File: src/shared/buzzer_pkg.sv
// constants, register map and timing for the buzzer tone driver
package buzzer_pkg;
  localparam int CLK_HZ = 40_000_000;
  localparam int TONE_HI_HZ = 4000;
  localparam int TONE_LO_HZ = 2000;
  localparam int GATE_BASE_HZ = 32;
  localparam int TICK_CYCLES_DEF = CLK_HZ / (2 * TONE_HI_HZ);
  localparam int SUB_DIV_DEF = (2 * TONE_HI_HZ) / GATE_BASE_HZ;
  localparam int TONE_LO_TICKS = (2 * TONE_HI_HZ) / TONE_LO_HZ;

  localparam int IDX_CTRL = 'h0a;
  localparam int IDX_FREQ = 'h0b;
  localparam int IDX_STAT = 'h0c;
  localparam logic [7:0] ADDR_CTRL = 8'(IDX_CTRL * 4);
  localparam logic [7:0] ADDR_FREQ = 8'(IDX_FREQ * 4);
  localparam logic [7:0] ADDR_STAT = 8'(IDX_STAT * 4);

  localparam logic [3:0] CTRL_RESET = 4'h0;
  localparam logic [3:0] FREQ_RESET = 4'he;
  localparam int CTRL_POL_BIT = 3;
  localparam int CTRL_EN_BIT = 2;
  localparam int CTRL_MODE_HI = 1;
  localparam int CTRL_MODE_LO = 0;
  localparam int FREQ_SEL_BIT = 0;

  localparam logic [1:0] MODE_PATTERN1 = 2'h0;
  localparam logic [1:0] MODE_PATTERN2 = 2'h1;
  localparam logic [1:0] MODE_BURST = 2'h2;
  localparam logic [1:0] MODE_CONT = 2'h3;

  localparam int GATE_CNT_W = 5;
  localparam int GATE_16HZ_BIT = 0;
  localparam int GATE_8HZ_BIT = 1;
  localparam int GATE_1HZ_BIT = 4;

  localparam logic [1:0] SEL_NONE = 2'h0;
  localparam logic [1:0] SEL_CTRL = 2'h1;
  localparam logic [1:0] SEL_FREQ = 2'h2;
  localparam logic [1:0] SEL_STAT = 2'h3;

  localparam logic [1:0] RESP_OKAY = 2'h0;
  localparam logic [1:0] RESP_SLVERR = 2'h2;
endpackage

File: src/buzzer_tone_driver.sv
// buzzer tone driver with axi4-lite register slave
//
// How it works
// - tone reaches pin only while enable set
// - frequency select picks 4 kHz or 2 kHz
// - reset clears frequency select, 4 kHz default
// - two mode bits choose one of four modes
// - polarity bit sets idle level and inversion
// - tone is square wave, equal halves
// - pattern one gates tone with 8 Hz
// - pattern two gates with 8 Hz and not-1 Hz
// - burst starts on enable rise, ends 16 Hz fall
// - continuous mode drives tone while enabled
// - reset clears enable bit
// - reset clears mode bits, pattern one
// - reset clears polarity bit, idle low
`timescale 1ns/1ps
module buzzer_tone_driver
  import buzzer_pkg::*;
#(
  parameter int TICK_CYCLES = TICK_CYCLES_DEF,
  parameter int SUB_DIV = SUB_DIV_DEF,
  parameter int ADDR_W = 8
) (
  input wire logic aclk,
  input wire logic aresetn,
  input wire logic [ADDR_W-1:0] s_axi_awaddr,
  input wire logic [2:0] s_axi_awprot,
  input wire logic s_axi_awvalid,
  output logic s_axi_awready,
  input wire logic [31:0] s_axi_wdata,
  input wire logic [3:0] s_axi_wstrb,
  input wire logic s_axi_wvalid,
  output logic s_axi_wready,
  output logic [1:0] s_axi_bresp,
  output logic s_axi_bvalid,
  input wire logic s_axi_bready,
  input wire logic [ADDR_W-1:0] s_axi_araddr,
  input wire logic [2:0] s_axi_arprot,
  input wire logic s_axi_arvalid,
  output logic s_axi_arready,
  output logic [31:0] s_axi_rdata,
  output logic [1:0] s_axi_rresp,
  output logic s_axi_rvalid,
  input wire logic s_axi_rready,
  output logic tone_out_pin
);
  localparam int TICK_W = $clog2(TICK_CYCLES + 1);
  localparam int SUB_W = $clog2(SUB_DIV + 1);

  if (TICK_CYCLES < 1 || SUB_DIV < 2 || ADDR_W < 8) begin : g_check
    $error("buzzer_tone_driver: unsupported parameter values");
  end

  function automatic logic [1:0] reg_sel(input logic [ADDR_W-1:0] addr);
    logic [7:0] a;
    a = addr[7:0];
    if ((addr >> 8) != '0) begin
      return SEL_NONE;
    end
    if (a == ADDR_CTRL) begin
      return SEL_CTRL;
    end
    if (a == ADDR_FREQ) begin
      return SEL_FREQ;
    end
    if (a == ADDR_STAT) begin
      return SEL_STAT;
    end
    return SEL_NONE;
  endfunction

  // time base dividers
  logic [TICK_W-1:0] tick_cnt_reg;
  logic [SUB_W-1:0] sub_cnt_reg;
  logic [1:0] tone_cnt_reg;
  logic [GATE_CNT_W-1:0] gate_cnt_reg;
  wire tick_pulse = (tick_cnt_reg == TICK_W'(TICK_CYCLES - 1));
  wire sub_pulse = tick_pulse && (sub_cnt_reg == SUB_W'(SUB_DIV - 1));
  wire [TICK_W-1:0] tick_cnt_next = tick_pulse ? '0 : tick_cnt_reg + TICK_W'(1);
  wire [SUB_W-1:0] sub_cnt_next = sub_pulse ? '0 : (tick_pulse ? sub_cnt_reg + SUB_W'(1) : sub_cnt_reg);
  wire [1:0] tone_cnt_next = tick_pulse ? tone_cnt_reg + 2'h1 : tone_cnt_reg;
  wire [GATE_CNT_W-1:0] gate_cnt_next = sub_pulse ? gate_cnt_reg + GATE_CNT_W'(1) : gate_cnt_reg;

  always_ff @(posedge aclk) begin
    if (!aresetn) begin
      tick_cnt_reg <= '0;
      sub_cnt_reg <= '0;
      tone_cnt_reg <= 2'h0;
      gate_cnt_reg <= '0;
    end else begin
      tick_cnt_reg <= tick_cnt_next;
      sub_cnt_reg <= sub_cnt_next;
      tone_cnt_reg <= tone_cnt_next;
      gate_cnt_reg <= gate_cnt_next;
    end
  end

  wire tb_16hz = gate_cnt_reg[GATE_16HZ_BIT];
  wire tb_8hz = gate_cnt_reg[GATE_8HZ_BIT];
  wire tb_1hz = gate_cnt_reg[GATE_1HZ_BIT];

  // axi4-lite write path
  logic aw_hold_reg;
  logic [ADDR_W-1:0] awaddr_reg;
  logic w_hold_reg;
  logic [3:0] wdata_reg;
  logic wstrb0_reg;
  logic bvalid_reg;
  logic [1:0] bresp_reg;
  wire aw_take = s_axi_awvalid && !aw_hold_reg;
  wire w_take = s_axi_wvalid && !w_hold_reg;
  wire do_write = aw_hold_reg && w_hold_reg && !bvalid_reg;
  wire [1:0] wsel = reg_sel(awaddr_reg);
  wire wr_lane = do_write && wstrb0_reg;
  wire [1:0] bresp_next = (wsel == SEL_NONE) ? RESP_SLVERR : RESP_OKAY;

  assign s_axi_awready = !aw_hold_reg;
  assign s_axi_wready = !w_hold_reg;
  assign s_axi_bvalid = bvalid_reg;
  assign s_axi_bresp = bresp_reg;

  always_ff @(posedge aclk) begin
    if (!aresetn) begin
      aw_hold_reg <= 1'b0;
      awaddr_reg <= '0;
      w_hold_reg <= 1'b0;
      wdata_reg <= 4'h0;
      wstrb0_reg <= 1'b0;
      bvalid_reg <= 1'b0;
      bresp_reg <= RESP_OKAY;
    end else begin
      if (aw_take) begin
        aw_hold_reg <= 1'b1;
        awaddr_reg <= s_axi_awaddr;
      end else if (do_write) begin
        aw_hold_reg <= 1'b0;
      end
      if (w_take) begin
        w_hold_reg <= 1'b1;
        wdata_reg <= s_axi_wdata[3:0];
        wstrb0_reg <= s_axi_wstrb[0];
      end else if (do_write) begin
        w_hold_reg <= 1'b0;
      end
      if (do_write) begin
        bvalid_reg <= 1'b1;
        bresp_reg <= bresp_next;
      end else if (s_axi_bready) begin
        bvalid_reg <= 1'b0;
      end
    end
  end

  // control and frequency registers
  logic [3:0] ctrl_reg;
  logic freq_reg;
  wire [3:0] ctrl_next = (wr_lane && wsel == SEL_CTRL) ? wdata_reg : ctrl_reg;
  wire freq_next = (wr_lane && wsel == SEL_FREQ) ? wdata_reg[FREQ_SEL_BIT] : freq_reg;

  always_ff @(posedge aclk) begin
    if (!aresetn) begin
      ctrl_reg <= CTRL_RESET;
      freq_reg <= FREQ_RESET[FREQ_SEL_BIT];
    end else begin
      ctrl_reg <= ctrl_next;
      freq_reg <= freq_next;
    end
  end

  wire output_polarity_sel = ctrl_reg[CTRL_POL_BIT];
  wire tone_enable = ctrl_reg[CTRL_EN_BIT];
  wire tone_mode_hi = ctrl_reg[CTRL_MODE_HI];
  wire tone_mode_lo = ctrl_reg[CTRL_MODE_LO];
  wire [1:0] tone_mode = {tone_mode_hi, tone_mode_lo};
  wire tone_freq_sel = freq_reg;

  // single burst tracking
  logic en_d_reg;
  logic tb16_d_reg;
  logic burst_reg;
  wire en_rise = tone_enable && !en_d_reg;
  wire tb16_fall = tb16_d_reg && !tb_16hz;
  // start on rise, stop at 16 Hz fall
  wire burst_next = (en_rise && tone_mode == MODE_BURST) ? 1'b1 :
                    (tb16_fall || !tone_enable || tone_mode != MODE_BURST) ? 1'b0 : burst_reg;

  // select 4 kHz or 2 kHz bit
  wire tone_wave = tone_freq_sel ? tone_cnt_reg[1] : tone_cnt_reg[0];

  wire mode_gate = (tone_mode == MODE_PATTERN1) ? tb_8hz :
                   (tone_mode == MODE_PATTERN2) ? (tb_8hz && !tb_1hz) :
                   (tone_mode == MODE_BURST) ? burst_reg : 1'b1;
  wire tone_active = tone_enable && mode_gate;
  wire pin_next = (tone_active && tone_wave) ^ output_polarity_sel;

  always_ff @(posedge aclk) begin
    if (!aresetn) begin
      en_d_reg <= 1'b0;
      tb16_d_reg <= 1'b0;
      burst_reg <= 1'b0;
      tone_out_pin <= 1'b0;
    end else begin
      en_d_reg <= tone_enable;
      tb16_d_reg <= tb_16hz;
      burst_reg <= burst_next;
      tone_out_pin <= pin_next;
    end
  end

  // axi4-lite read path
  logic rvalid_reg;
  logic [31:0] rdata_reg;
  logic [1:0] rresp_reg;
  wire ar_take = s_axi_arvalid && !rvalid_reg;
  wire [1:0] rsel = reg_sel(s_axi_araddr);
  wire [3:0] rd_word = (rsel == SEL_CTRL) ? ctrl_reg :
                       (rsel == SEL_FREQ) ? {FREQ_RESET[3:1], freq_reg} :
                       (rsel == SEL_STAT) ? {2'h0, burst_reg, tone_active} : 4'h0;
  wire [1:0] rresp_next = (rsel == SEL_NONE) ? RESP_SLVERR : RESP_OKAY;

  assign s_axi_arready = !rvalid_reg;
  assign s_axi_rvalid = rvalid_reg;
  assign s_axi_rdata = rdata_reg;
  assign s_axi_rresp = rresp_reg;

  always_ff @(posedge aclk) begin
    if (!aresetn) begin
      rvalid_reg <= 1'b0;
      rdata_reg <= 32'h0;
      rresp_reg <= RESP_OKAY;
    end else if (ar_take) begin
      rvalid_reg <= 1'b1;
      rdata_reg <= {28'h0, rd_word};
      rresp_reg <= rresp_next;
    end else if (s_axi_rready) begin
      rvalid_reg <= 1'b0;
    end
  end

  property p_reset_clears;
    @(posedge aclk) !aresetn |=> (ctrl_reg == 4'h0 && freq_reg == 1'b0);
  endproperty
  a_reset_clears: assert property (p_reset_clears) else $error("registers not cleared by reset");

  property p_idle_when_off;
    @(posedge aclk) disable iff (!aresetn)
      (!tone_enable && $stable(output_polarity_sel)) |=> (tone_out_pin == $past(output_polarity_sel));
  endproperty
  a_idle_when_off: assert property (p_idle_when_off) else $error("pin not idle while disabled");

  property p_toggle_on_tick;
    @(posedge aclk) disable iff (!aresetn)
      (tone_mode == MODE_CONT && tone_enable && $stable(ctrl_reg) && $stable(freq_reg))
      ##1 $changed(tone_out_pin) |-> $past(tick_pulse, 2);
  endproperty
  a_toggle_on_tick: assert property (p_toggle_on_tick) else $error("tone edge off the tick");

  property p_low_freq;
    @(posedge aclk) disable iff (!aresetn)
      (tone_freq_sel && $stable(freq_reg) && tone_cnt_reg[1] == $past(tone_cnt_reg[1]) && $stable(ctrl_reg)
       && tone_mode == MODE_CONT) |=> $stable(tone_out_pin);
  endproperty
  a_low_freq: assert property (p_low_freq) else $error("2 kHz tone toggled early");

  property p_pattern1_gap;
    @(posedge aclk) disable iff (!aresetn)
      (tone_mode == MODE_PATTERN1 && !tb_8hz) |=> (tone_out_pin == $past(output_polarity_sel));
  endproperty
  a_pattern1_gap: assert property (p_pattern1_gap) else $error("tone outside 8 Hz window");

  property p_pattern2_gap;
    @(posedge aclk) disable iff (!aresetn)
      (tone_mode == MODE_PATTERN2 && tb_1hz) |=> (tone_out_pin == $past(output_polarity_sel));
  endproperty
  a_pattern2_gap: assert property (p_pattern2_gap) else $error("tone during 1 Hz high phase");

  property p_burst_start;
    @(posedge aclk) disable iff (!aresetn)
      (en_rise && tone_mode == MODE_BURST) |=> burst_reg;
  endproperty
  a_burst_start: assert property (p_burst_start) else $error("burst did not start");

  property p_burst_stop;
    @(posedge aclk) disable iff (!aresetn)
      (burst_reg && tb16_fall && !en_rise) |=> !burst_reg ##1 (tone_out_pin == output_polarity_sel);
  endproperty
  a_burst_stop: assert property (p_burst_stop) else $error("burst did not stop at 16 Hz fall");

  property p_continuous;
    @(posedge aclk) disable iff (!aresetn)
      (tone_mode == MODE_CONT && tone_enable) |=> (tone_out_pin == ($past(tone_wave) ^ $past(output_polarity_sel)));
  endproperty
  a_continuous: assert property (p_continuous) else $error("continuous tone interrupted");

  property p_polarity;
    @(posedge aclk) disable iff (!aresetn)
      (tone_active && !tone_wave && output_polarity_sel) |=> tone_out_pin;
  endproperty
  a_polarity: assert property (p_polarity) else $error("inverted tone level wrong");
endmodule

File: config.mk
export PLATFORM = sky130hd
export DESIGN_NAME = buzzer_tone_driver
export DESIGN_NICKNAME = d
export VERILOG_FILES = /design/src/shared/buzzer_pkg.sv /design/src/buzzer_tone_driver.sv
export SDC_FILE = /design/constraint.sdc
export NUM_CORES = 1
export LEC_CHECK = 0
export ABC_AREA = 1
export BUFFER_PORTS_ARGS = -buffer_cell sky130_fd_sc_hd__buf_2
export CAP_MARGIN = 40
export CORE_ASPECT_RATIO = 1.5
export CORE_MARGIN = 10
export CORE_UTILIZATION = 52
export CTS_BUF_LIST = sky130_fd_sc_hd__clkbuf_4 sky130_fd_sc_hd__clkbuf_8
export CTS_CLUSTER_DIAMETER = 60
export DETAILED_ROUTE_END_ITERATION = 10
export GPL_TIMING_DRIVEN = 0
export PLACE_DENSITY_LB_ADDON = 0.05
export REMOVE_ABC_BUFFERS = 1
export SYNTH_ARGS = -nofsm -noshare
export SYNTH_HDL_FRONTEND = slang
export SYNTH_SLANG_ARGS = --single-unit
export TNS_END_PERCENT = 20
File: constraint.sdc
create_clock -name aclk -period 1.8 [get_ports aclk]
set_input_delay 0.45 -clock aclk [delete_from_list [all_inputs] [get_ports aclk]]
set_output_delay 0.45 -clock aclk [all_outputs]
set_load 0.005 [all_outputs]
---- After elaboration in Yosys (flattened, before gate mapping) ----
Cells that the tools add are included.
W data, S select, Z words.
storage, ports and cells
  register bits ........................... 62
  word-level logic and storage cells ...... 119
cells by class
  $add $sub $neg .......................... 4
  equality and inequality tests ........... 16
  mux-type cells .......................... 42
  bitwise gates (word level) .............. 2
  reduce and logical (&&, ||, !) cells .... 35
operator list
  operator                 count
  $eq A8 B6 Y1 const B     6
  $mux W2                  15
  $mux W1                  25
  $logic_and A1 B1 Y1      15
  $add A13 B1 Y13 const B  1
  $eq A13 B13 Y1 const B   1
  $reduce_bool A2 Y1       5
  $add A8 B1 Y8 const B    1
  $eq A2 B2 Y1 const B     4
  $eq A8 B8 Y1 const B     1
  $logic_not A1 Y1         8
  $mux W4                  2
  $eq A2 B1 Y1 const B     3
  $logic_not A2 Y1         3
  $add A5 B1 Y5 const B    1
  $reduce_or A2 Y1         2
  $add A2 B1 Y2 const B    1
  $logic_or A1 B1 Y1       2
  $ne A2 B2 Y1 const B     1
  $not A1 Y1               1
  $xor A1 B1 Y1            1

---- Longest topological paths before layout ----
Gate-level depths: netlist of run 1.
  word-level depth ........................ 12
  gate-level depth with buffers ........... 10
  depth with buffers taken out ............ 10

---- Least setup slack after synthesis of run 1 ----
OpenSTA, ideal clock, no wires.
  path type ............................... register -> register
  from .................................... register tick_cnt_reg[0]
  to ...................................... register gate_cnt_reg[4]
  library setup time ...................... 0.068 ns
  arrival time ............................ 1.291 ns
  setup slack ............................. 0.441 ns
  cell stages (with the launch flop) ...... 9
  path buffers ............................ 1
  period minus slack after synthesis ...... 1.359 ns
  cell sequence ........................... dfxtp_1 > ha_1 > nand2_2 > nor2_2 > nand2_2 > nor2_8 > buf_6 > nand3_2 > a21oi_2
on the way
  longest elaborated chain between the ends .. 2
ends and longest elaborated chain
  element                 RTL line                  RTL
  from (decl)             buzzer_tone_driver.sv:74  logic [TICK_W-1:0] tick_cnt_reg;
  from (signal assigned)  buzzer_tone_driver.sv:92  tick_cnt_reg <= tick_cnt_next;
  $eq A13 B13 Y1          buzzer_tone_driver.sv:78  wire tick_pulse = (tick_cnt_reg == TICK_W'(TICK_CYCLES - 1));
  $logic_and A1 B1 Y1     buzzer_tone_driver.sv:79  wire sub_pulse = tick_pulse && (sub_cnt_reg == SUB_W'(SUB_DIV - 1));
  to (signal assigned)    buzzer_tone_driver.sv:95  gate_cnt_reg <= gate_cnt_next;
  to (decl)               buzzer_tone_driver.sv:77  logic [GATE_CNT_W-1:0] gate_cnt_reg;
No other way between the ends.
A chain may end at the register's enable or synchronous reset.

---- Worst setup path in the final report of run 1 ----
  from .................................... register tick_cnt_reg[0]
  to ...................................... register sub_cnt_reg[2]
on the way
  longest elaborated chain between the ends .. 3
ends and longest elaborated chain
  element                     RTL line                  RTL
  $eq A13 B13 Y1 *            buzzer_tone_driver.sv:78
  $logic_and A1 B1 Y1         buzzer_tone_driver.sv:79
  $reduce_or A2 Y1 (no line)  -
  to (signal assigned)        buzzer_tone_driver.sv:93  sub_cnt_reg <= sub_cnt_next;
  to (decl)                   buzzer_tone_driver.sv:75  logic [SUB_W-1:0] sub_cnt_reg;
Every way passes the cells marked *; elsewhere a longest branch is shown, timed or not.

==> results of run 1 <==
cell usage in the layout (no fill, tap or decap):
cell type	instances
nand2_1	90
nor2_1	67
dfxtp_1	60
inv_1	48
buf_2	39
a21oi_1	30
conb_1	30
o21ai_0	28
nand3_1	22
clkbuf_8	12
nor3_1	9
nand4_1	7
xor2_1	7
inv_2	6
nand2_2	4
ha_1	4
a21oi_2	3
xnor2_1	3
clkinv_1	2
nor3_2	2
nor2_2	2
nand3_2	2
clkinv_2	2
bufinv_16	2
nand4_2	1
nor2_8	1
nand2_4	1
a211oi_1	1
o21a_1	1
nand3b_1	1
or2_0	1
logic make-up (layout without fill, tap and decap cells):
family / Yosys count / count (layout) / share of synthesized area
fa+ha+maj: 4 / 4 / 0.01631
compound gates: 63 / 63 / 0.1080
xor+xnor: 10 / 10 / 0.02854
other cells: 1 / 30 / 0.001222
simple gates: 210 / 210 / 0.3000
buf+inv: 93 / 111 / 0.1545
flops: 60 / 60 / 0.3914
where the power goes:
| part | internal [mW] | leakage (nW) | switching [mW] |
|---|---|---|---|
| clock | 0.888 | 0.122 | 0.516 |
| combinational | 0.0718 | 0.900 | 0.125 |
| sequential | 1.37 | 0.489 | 0.0233 |
| total | 2.33 | 1.51 | 0.664 |
area by class of cell:
class / count / area share
inverter: 56 / 0.06116
multi-input combinational: 317 / 0.4379
clock buffer: 12 / 0.04805
timing repair buffer: 39 / 0.05679
sequential: 60 / 0.3495
tap: 72 / 0.02621
clock inverter: 4 / 0.02039
metal layers:
layer  wire [um]  global-route usage  part of all wire
met1        2514              0.1481              0.40
met2        3318              0.2469              0.53
met3         325             0.03538             0.052
met4         131             0.07055             0.021
met5           0                   0                 0
metrics by stage:
stage / setup slack, ns / cells
6_report: 0.1942 / 560
5_1_grt: 0.007144 / 560
4_1_cts: 0.1183 / 560
3_5_place_dp: 0.1346 / 544
3_3_place_gp: 0.1286 / 544
2_1_floorplan: 0.3781 / 433
worst max-delay path by stage:
stage,from,end,slack [ns],depth (start not counted)
5_1_grt,tick_cnt_reg[0],sub_cnt_reg[4],0.007,8
6_report,tick_cnt_reg[0],sub_cnt_reg[2],0.19,8
4_1_cts,tick_cnt_reg[0],tick_cnt_reg[11],0.12,8
3_5_place_dp,tick_cnt_reg[0],tick_cnt_reg[11],0.13,8
3_3_place_gp,tick_cnt_reg[0],tick_cnt_reg[6],0.13,8
2_1_floorplan,tick_cnt_reg[0],sub_cnt_reg[0],0.38,8
critical path: stages (launching register included):
cell	delay [ns]
dfxtp_1	0.37
ha_1	0.20
nand2_2	0.09
nor2_2	0.15
nand2_2	0.10
nor2_8	0.22
nand2_2	0.16
nand2_4	0.14
a21oi_1	0.07
==> summary.txt, run 1 <==
total of max-cap violations -> 0
io pins -> 107
status -> completed
Port Buf Inserts -> 39
Die Ht -> 114.1 um
Die W -> 82.73 um
CTS tree -> built
Yosys top cell by area -> dfxtp_1
R2R depth -> 8
Mapped Cells -> 441
PwrDens -> 871.6 mW/mm2
Clock Latency Late Sink -> 0.34 ns
RR Startpoint -> tick_cnt_reg[0]
Post-CTS Setup Bufs -> 0
Hold Vio Cnt, Final -> 0
vias in the first global route -> 2,564
synth top area cells -> dfxtp_1, nand2_1, nor2_1
# rows -> 34
Max Freq -> 0.6228 GHz
HP Class -> in -> reg
Hold Buf Count CTS -> 0
Post-synth EDFFs -> 0
Tcrit/Tclk final -> 0.8921
area of the multi-input gates -> 0.001505 mm2
register area -> 0.001201 mm2
Vias/cell -> 4.711
Ys Warns -> 0
Largest register FFs -> 13
register area share after synthesis -> 0.3914
Finished Cell Area -> 0.003437 mm2
Mean Syn Cell Area -> 6.960 um2
Vias -> 2,638
crit path max fanout -> 15
RSZ-0062 raised after global routing -> false
die area -> 0.009439 mm2
drt first-iter violations -> 82
Synth top area share -> 0.3914
Final Power -> 2.996 mW
hold depth -> 3
initial antenna violation count -> 0
arrival time at the worst endpoint -> 1.83 ns
area delta synth->final -> 11.99%
reg-to-reg endpoint -> sub_cnt_reg[2]
hold_ws -> 0.3346 ns
placed instance area -> 0.003199 mm2
Post-Route WL -> 6289 um
clk slew on worst S/H paths -> 0.07 ns
main flop type after synthesis -> dfxtp_1
RePlAce Congestion -> 0.7981
Core Util, Final -> 0.5941
CP Data Required Time -> 2.02 ns
largest net degree at the start of global routing -> 31
Clock Skew -> 0.006571 ns
hold endpoint -> wdata_reg[2]
hold wc startpoint -> s_axi_wdata[2]
Initial Util -> 0.5305
H-tree Lvls -> 3
VDD IR max -> 0.7565 mV
Wirelength per Cell -> 11.23 um
Final ANT Viol Nets -> 0
Post-layout nets -> 552
Syn Std Cell Area -> 0.003069 mm2
final setup vio count -> 0
setup_tns -> 0 ns
#FFs+latches synth -> 60
P_leak -> 1.511 nW
Critical Path Sink Type -> register
Worst R2R Setup Slack -> 0.19 ns
# resized after CTS -> 0
post-synth cell types -> 32
global-route wire length before repair -> 10,790 um
post-DP HPWL -> 4791 um
count leader, synth -> nand2_1
drt drc -> 0
Root Buffer -> clkbuf_8
startpoint types -> register
fillers -> 573
top post-synthesis cells by count -> nand2_1, nor2_1, dfxtp_1
clock sink count -> 60
core area -> 0.005786 mm2
GRT Overall Usage -> 0.1409
deepest clock path buffer count -> 2
critical path type -> reg -> reg
DR pass1 iterations -> 4
Num CTS Buffers -> 9
number of diodes -> 0
grt total ovfl -> 0
share of layout cells above drive strength 1 -> 0.1578
Tmin final -> 1.606 ns
Post-synth ARST share -> 0
fin. max-slew vios -> 0
No activity file was read; power rests on OpenSTA's default activity.
==> run 2, diff against run 1 <==
Settings changed: BUFFER_PORTS_ARGS -buffer_cell sky130_fd_sc_hd__buf_2 to default, CORE_UTILIZATION 52 to 60, DONT_BUFFER_PORTS from default to 1.
==> run 2 against run 1 <==
Non-clock buffer count down 39. Worst hold slack worse by 0.12 ns. Clock skew about the same. Setup slack worse by 0.011 ns. Wire length down 4.0%. Via count down 5.0%. Design area down 6.8%. Critical path type unchanged. Critical endpoint is now sub_cnt_reg[4]. Largest cell class unchanged. Largest power group unchanged.
==> summary.txt, run 2 (synthesis results as in run 1) <==
core area -> 0.004887 mm2 (was 0.005786 mm2)
grt total ovfl -> 0 (unchanged)
initial antenna violation count -> 0 (unchanged)
DR pass1 iterations -> 4 (unchanged)
Tmin final -> 1.617 ns (was 1.606 ns)
CP max stage delay -> 0.37 ns (about the same)
status -> completed (unchanged)
final setup vio count -> 0 (unchanged)
Final ANT Viol Nets -> 0 (unchanged)
drt first-iter violations -> 113 (was 82)
CTS tree -> built (unchanged)
arrival time at the worst endpoint -> 1.84 ns (was 1.83 ns)
vias in the first global route -> 2,463 (was 2,564)
number of diodes -> 0 (unchanged)
deepest clock path buffer count -> 2 (unchanged)
Max Freq -> 0.6185 GHz (was 0.6228 GHz)
startpoint types -> register (unchanged)
RePlAce Congestion -> 0.8322 (was 0.7981)
DP Worst Slack -> 0.1611 ns (was 0.1346 ns)
RSZ-0062 raised after global routing -> false (unchanged)
Final Power -> 2.805 mW (was 2.996 mW)
Wirelength per Cell -> 11.75 um (was 11.23 um)
Tcrit/Tclk final -> 0.8982 (was 0.8921)
Die Ht -> 107.6 um (was 114.1 um)
hold_ws -> 0.2161 ns (was 0.3346 ns)
io pins -> 107 (unchanged)
H-tree Lvls -> 3 (unchanged)
VDD IR max -> 0.5485 mV (was 0.7565 mV)
fillers -> 445 (was 573)
Post-CTS Setup Bufs -> 0 (unchanged)
clock sink count -> 60 (unchanged)
Finished Layout Cells -> 514 (was 560)
Critical Path Sink Type -> register (unchanged)
largest net degree at the start of global routing -> 31 (unchanged)
crit path max fanout -> 15 (unchanged)
cells along the critical path -> ha_1, nand2_2, nor2_2, nand2_2, nor2_8, nand2_2, nand2_4, a21oi_1 (unchanged)
Core Util, Final -> 0.6554 (was 0.5941)
Post-layout nets -> 513 (was 552)
Finished Cell Area -> 0.003203 mm2 (was 0.003437 mm2)
placed insts -> 499 (was 544)
drt drc -> 0 (unchanged)
Vias -> 2,507 (was 2,638)
setup_tns -> 0 ns (unchanged)
Largest register FFs -> 13 (unchanged)
cell mode on critical path -> nand2_2 (unchanged)
area delta synth->final -> 4.362% (was 11.99%)
Port Buf Inserts -> 0 (was 39)
P_leak -> 1.334 nW (was 1.511 nW)
clk slew on worst S/H paths -> 0.06 ns (was 0.07 ns)
CP Data Required Time -> 2.02 ns (about the same)
fin. max-slew vios -> 0 (unchanged)
Num CTS Buffers -> 9 (unchanged)
GRT Overall Usage -> 0.1476 (was 0.1409)
Root Buffer -> clkbuf_8 (unchanged)
# rows -> 31 (was 34)
HP Class -> in -> reg (unchanged)
share of layout cells above drive strength 1 -> 0.08259 (was 0.1578)
Initial Util -> 0.6280 (was 0.5305)
Critical Path Slowest Stage Cell -> dfxtp_1 (unchanged)
PwrDens -> 875.6 mW/mm2 (was 871.6 mW/mm2)
critical path type -> reg -> reg (unchanged)
Vias/cell -> 4.877 (was 4.711)
global-route wire length before repair -> 10,350 um (was 10,790 um)
most frequent cells in the layout -> nand2_1, nor2_1, dfxtp_1 (unchanged)
Post-Route WL -> 6040 um (was 6289 um)
Hold Vio Cnt, Final -> 0 (unchanged)
Clock Skew -> 0.006805 ns (was 0.006571 ns)
Clock Latency Late Sink -> 0.33 ns (was 0.34 ns)
placed instance area -> 0.002997 mm2 (was 0.003199 mm2)
die area -> 0.008435 mm2 (was 0.009439 mm2)
commonest non-fill, non-tap cell in the layout -> nand2_1 (unchanged)
post-route worst setup slack -> 0.1832 ns (was 0.1942 ns)
post-DP HPWL -> 4520 um (was 4791 um)
total of max-cap violations -> 0 (unchanged)
Die W -> 78.40 um (was 82.73 um)
==> run 2: cell type report <==
type	count	area (um2)	area share
multi-input combinational	317	1505	0.4699
sequential	60	1201	0.3750
inverter	56	210.2	0.06563
clock buffer	9	123.9	0.03867
tap	66	82.58	0.02578
clock inverter	6	80.08	0.02500
==> run 2: critical path: cells and delay by family (launching register included) <==
family / cells / cell delay [ns]
DFF: 1 / 0.37
AOI/OAI and AO/OA: 1 / 0.06
adders and majority gates: 1 / 0.19
and+or+nand+nor: 6 / 0.88
==> run 2: final timing paths <==
check	from	end	slack, ns	cells past startpoint
hold / removal	aresetn	tb16_d_reg	0.22	2
setup reg to reg	tick_cnt_reg[0]	sub_cnt_reg[4]	0.18	8
setup / recovery	tick_cnt_reg[0]	sub_cnt_reg[4]	0.18	8
hold reg to reg	en_d_reg	burst_reg	0.43	1
==> run 2: timing repair <==
item                                    in CTS  in global routing
hold buffers                                 0                  0
gates resized for setup                      0                  1
endpoints found under the hold margin        0                  0
endpoints found under the setup margin       0                  1
==> run 2: power breakdown <==
part | switching (mW) | leakage (nW) | internal, mW | total, mW
Sequential | 0.0279 | 0.489 | 1.37 | 1.40
Clock | 0.498 | 0.109 | 0.761 | 1.26
Combinational | 0.103 | 0.737 | 0.0430 | 0.146
==> run 2: metal layers <==
metal	GRT usage	up-vias	part of all wire	wire [um]
met4	0.07198	0	0.020	118
met2	0.2630	50	0.51	3100
met1	0.1468	1105	0.40	2437
met3	0.05435	10	0.064	384
met5	0	-	0	0
li1	-	1342	-	-
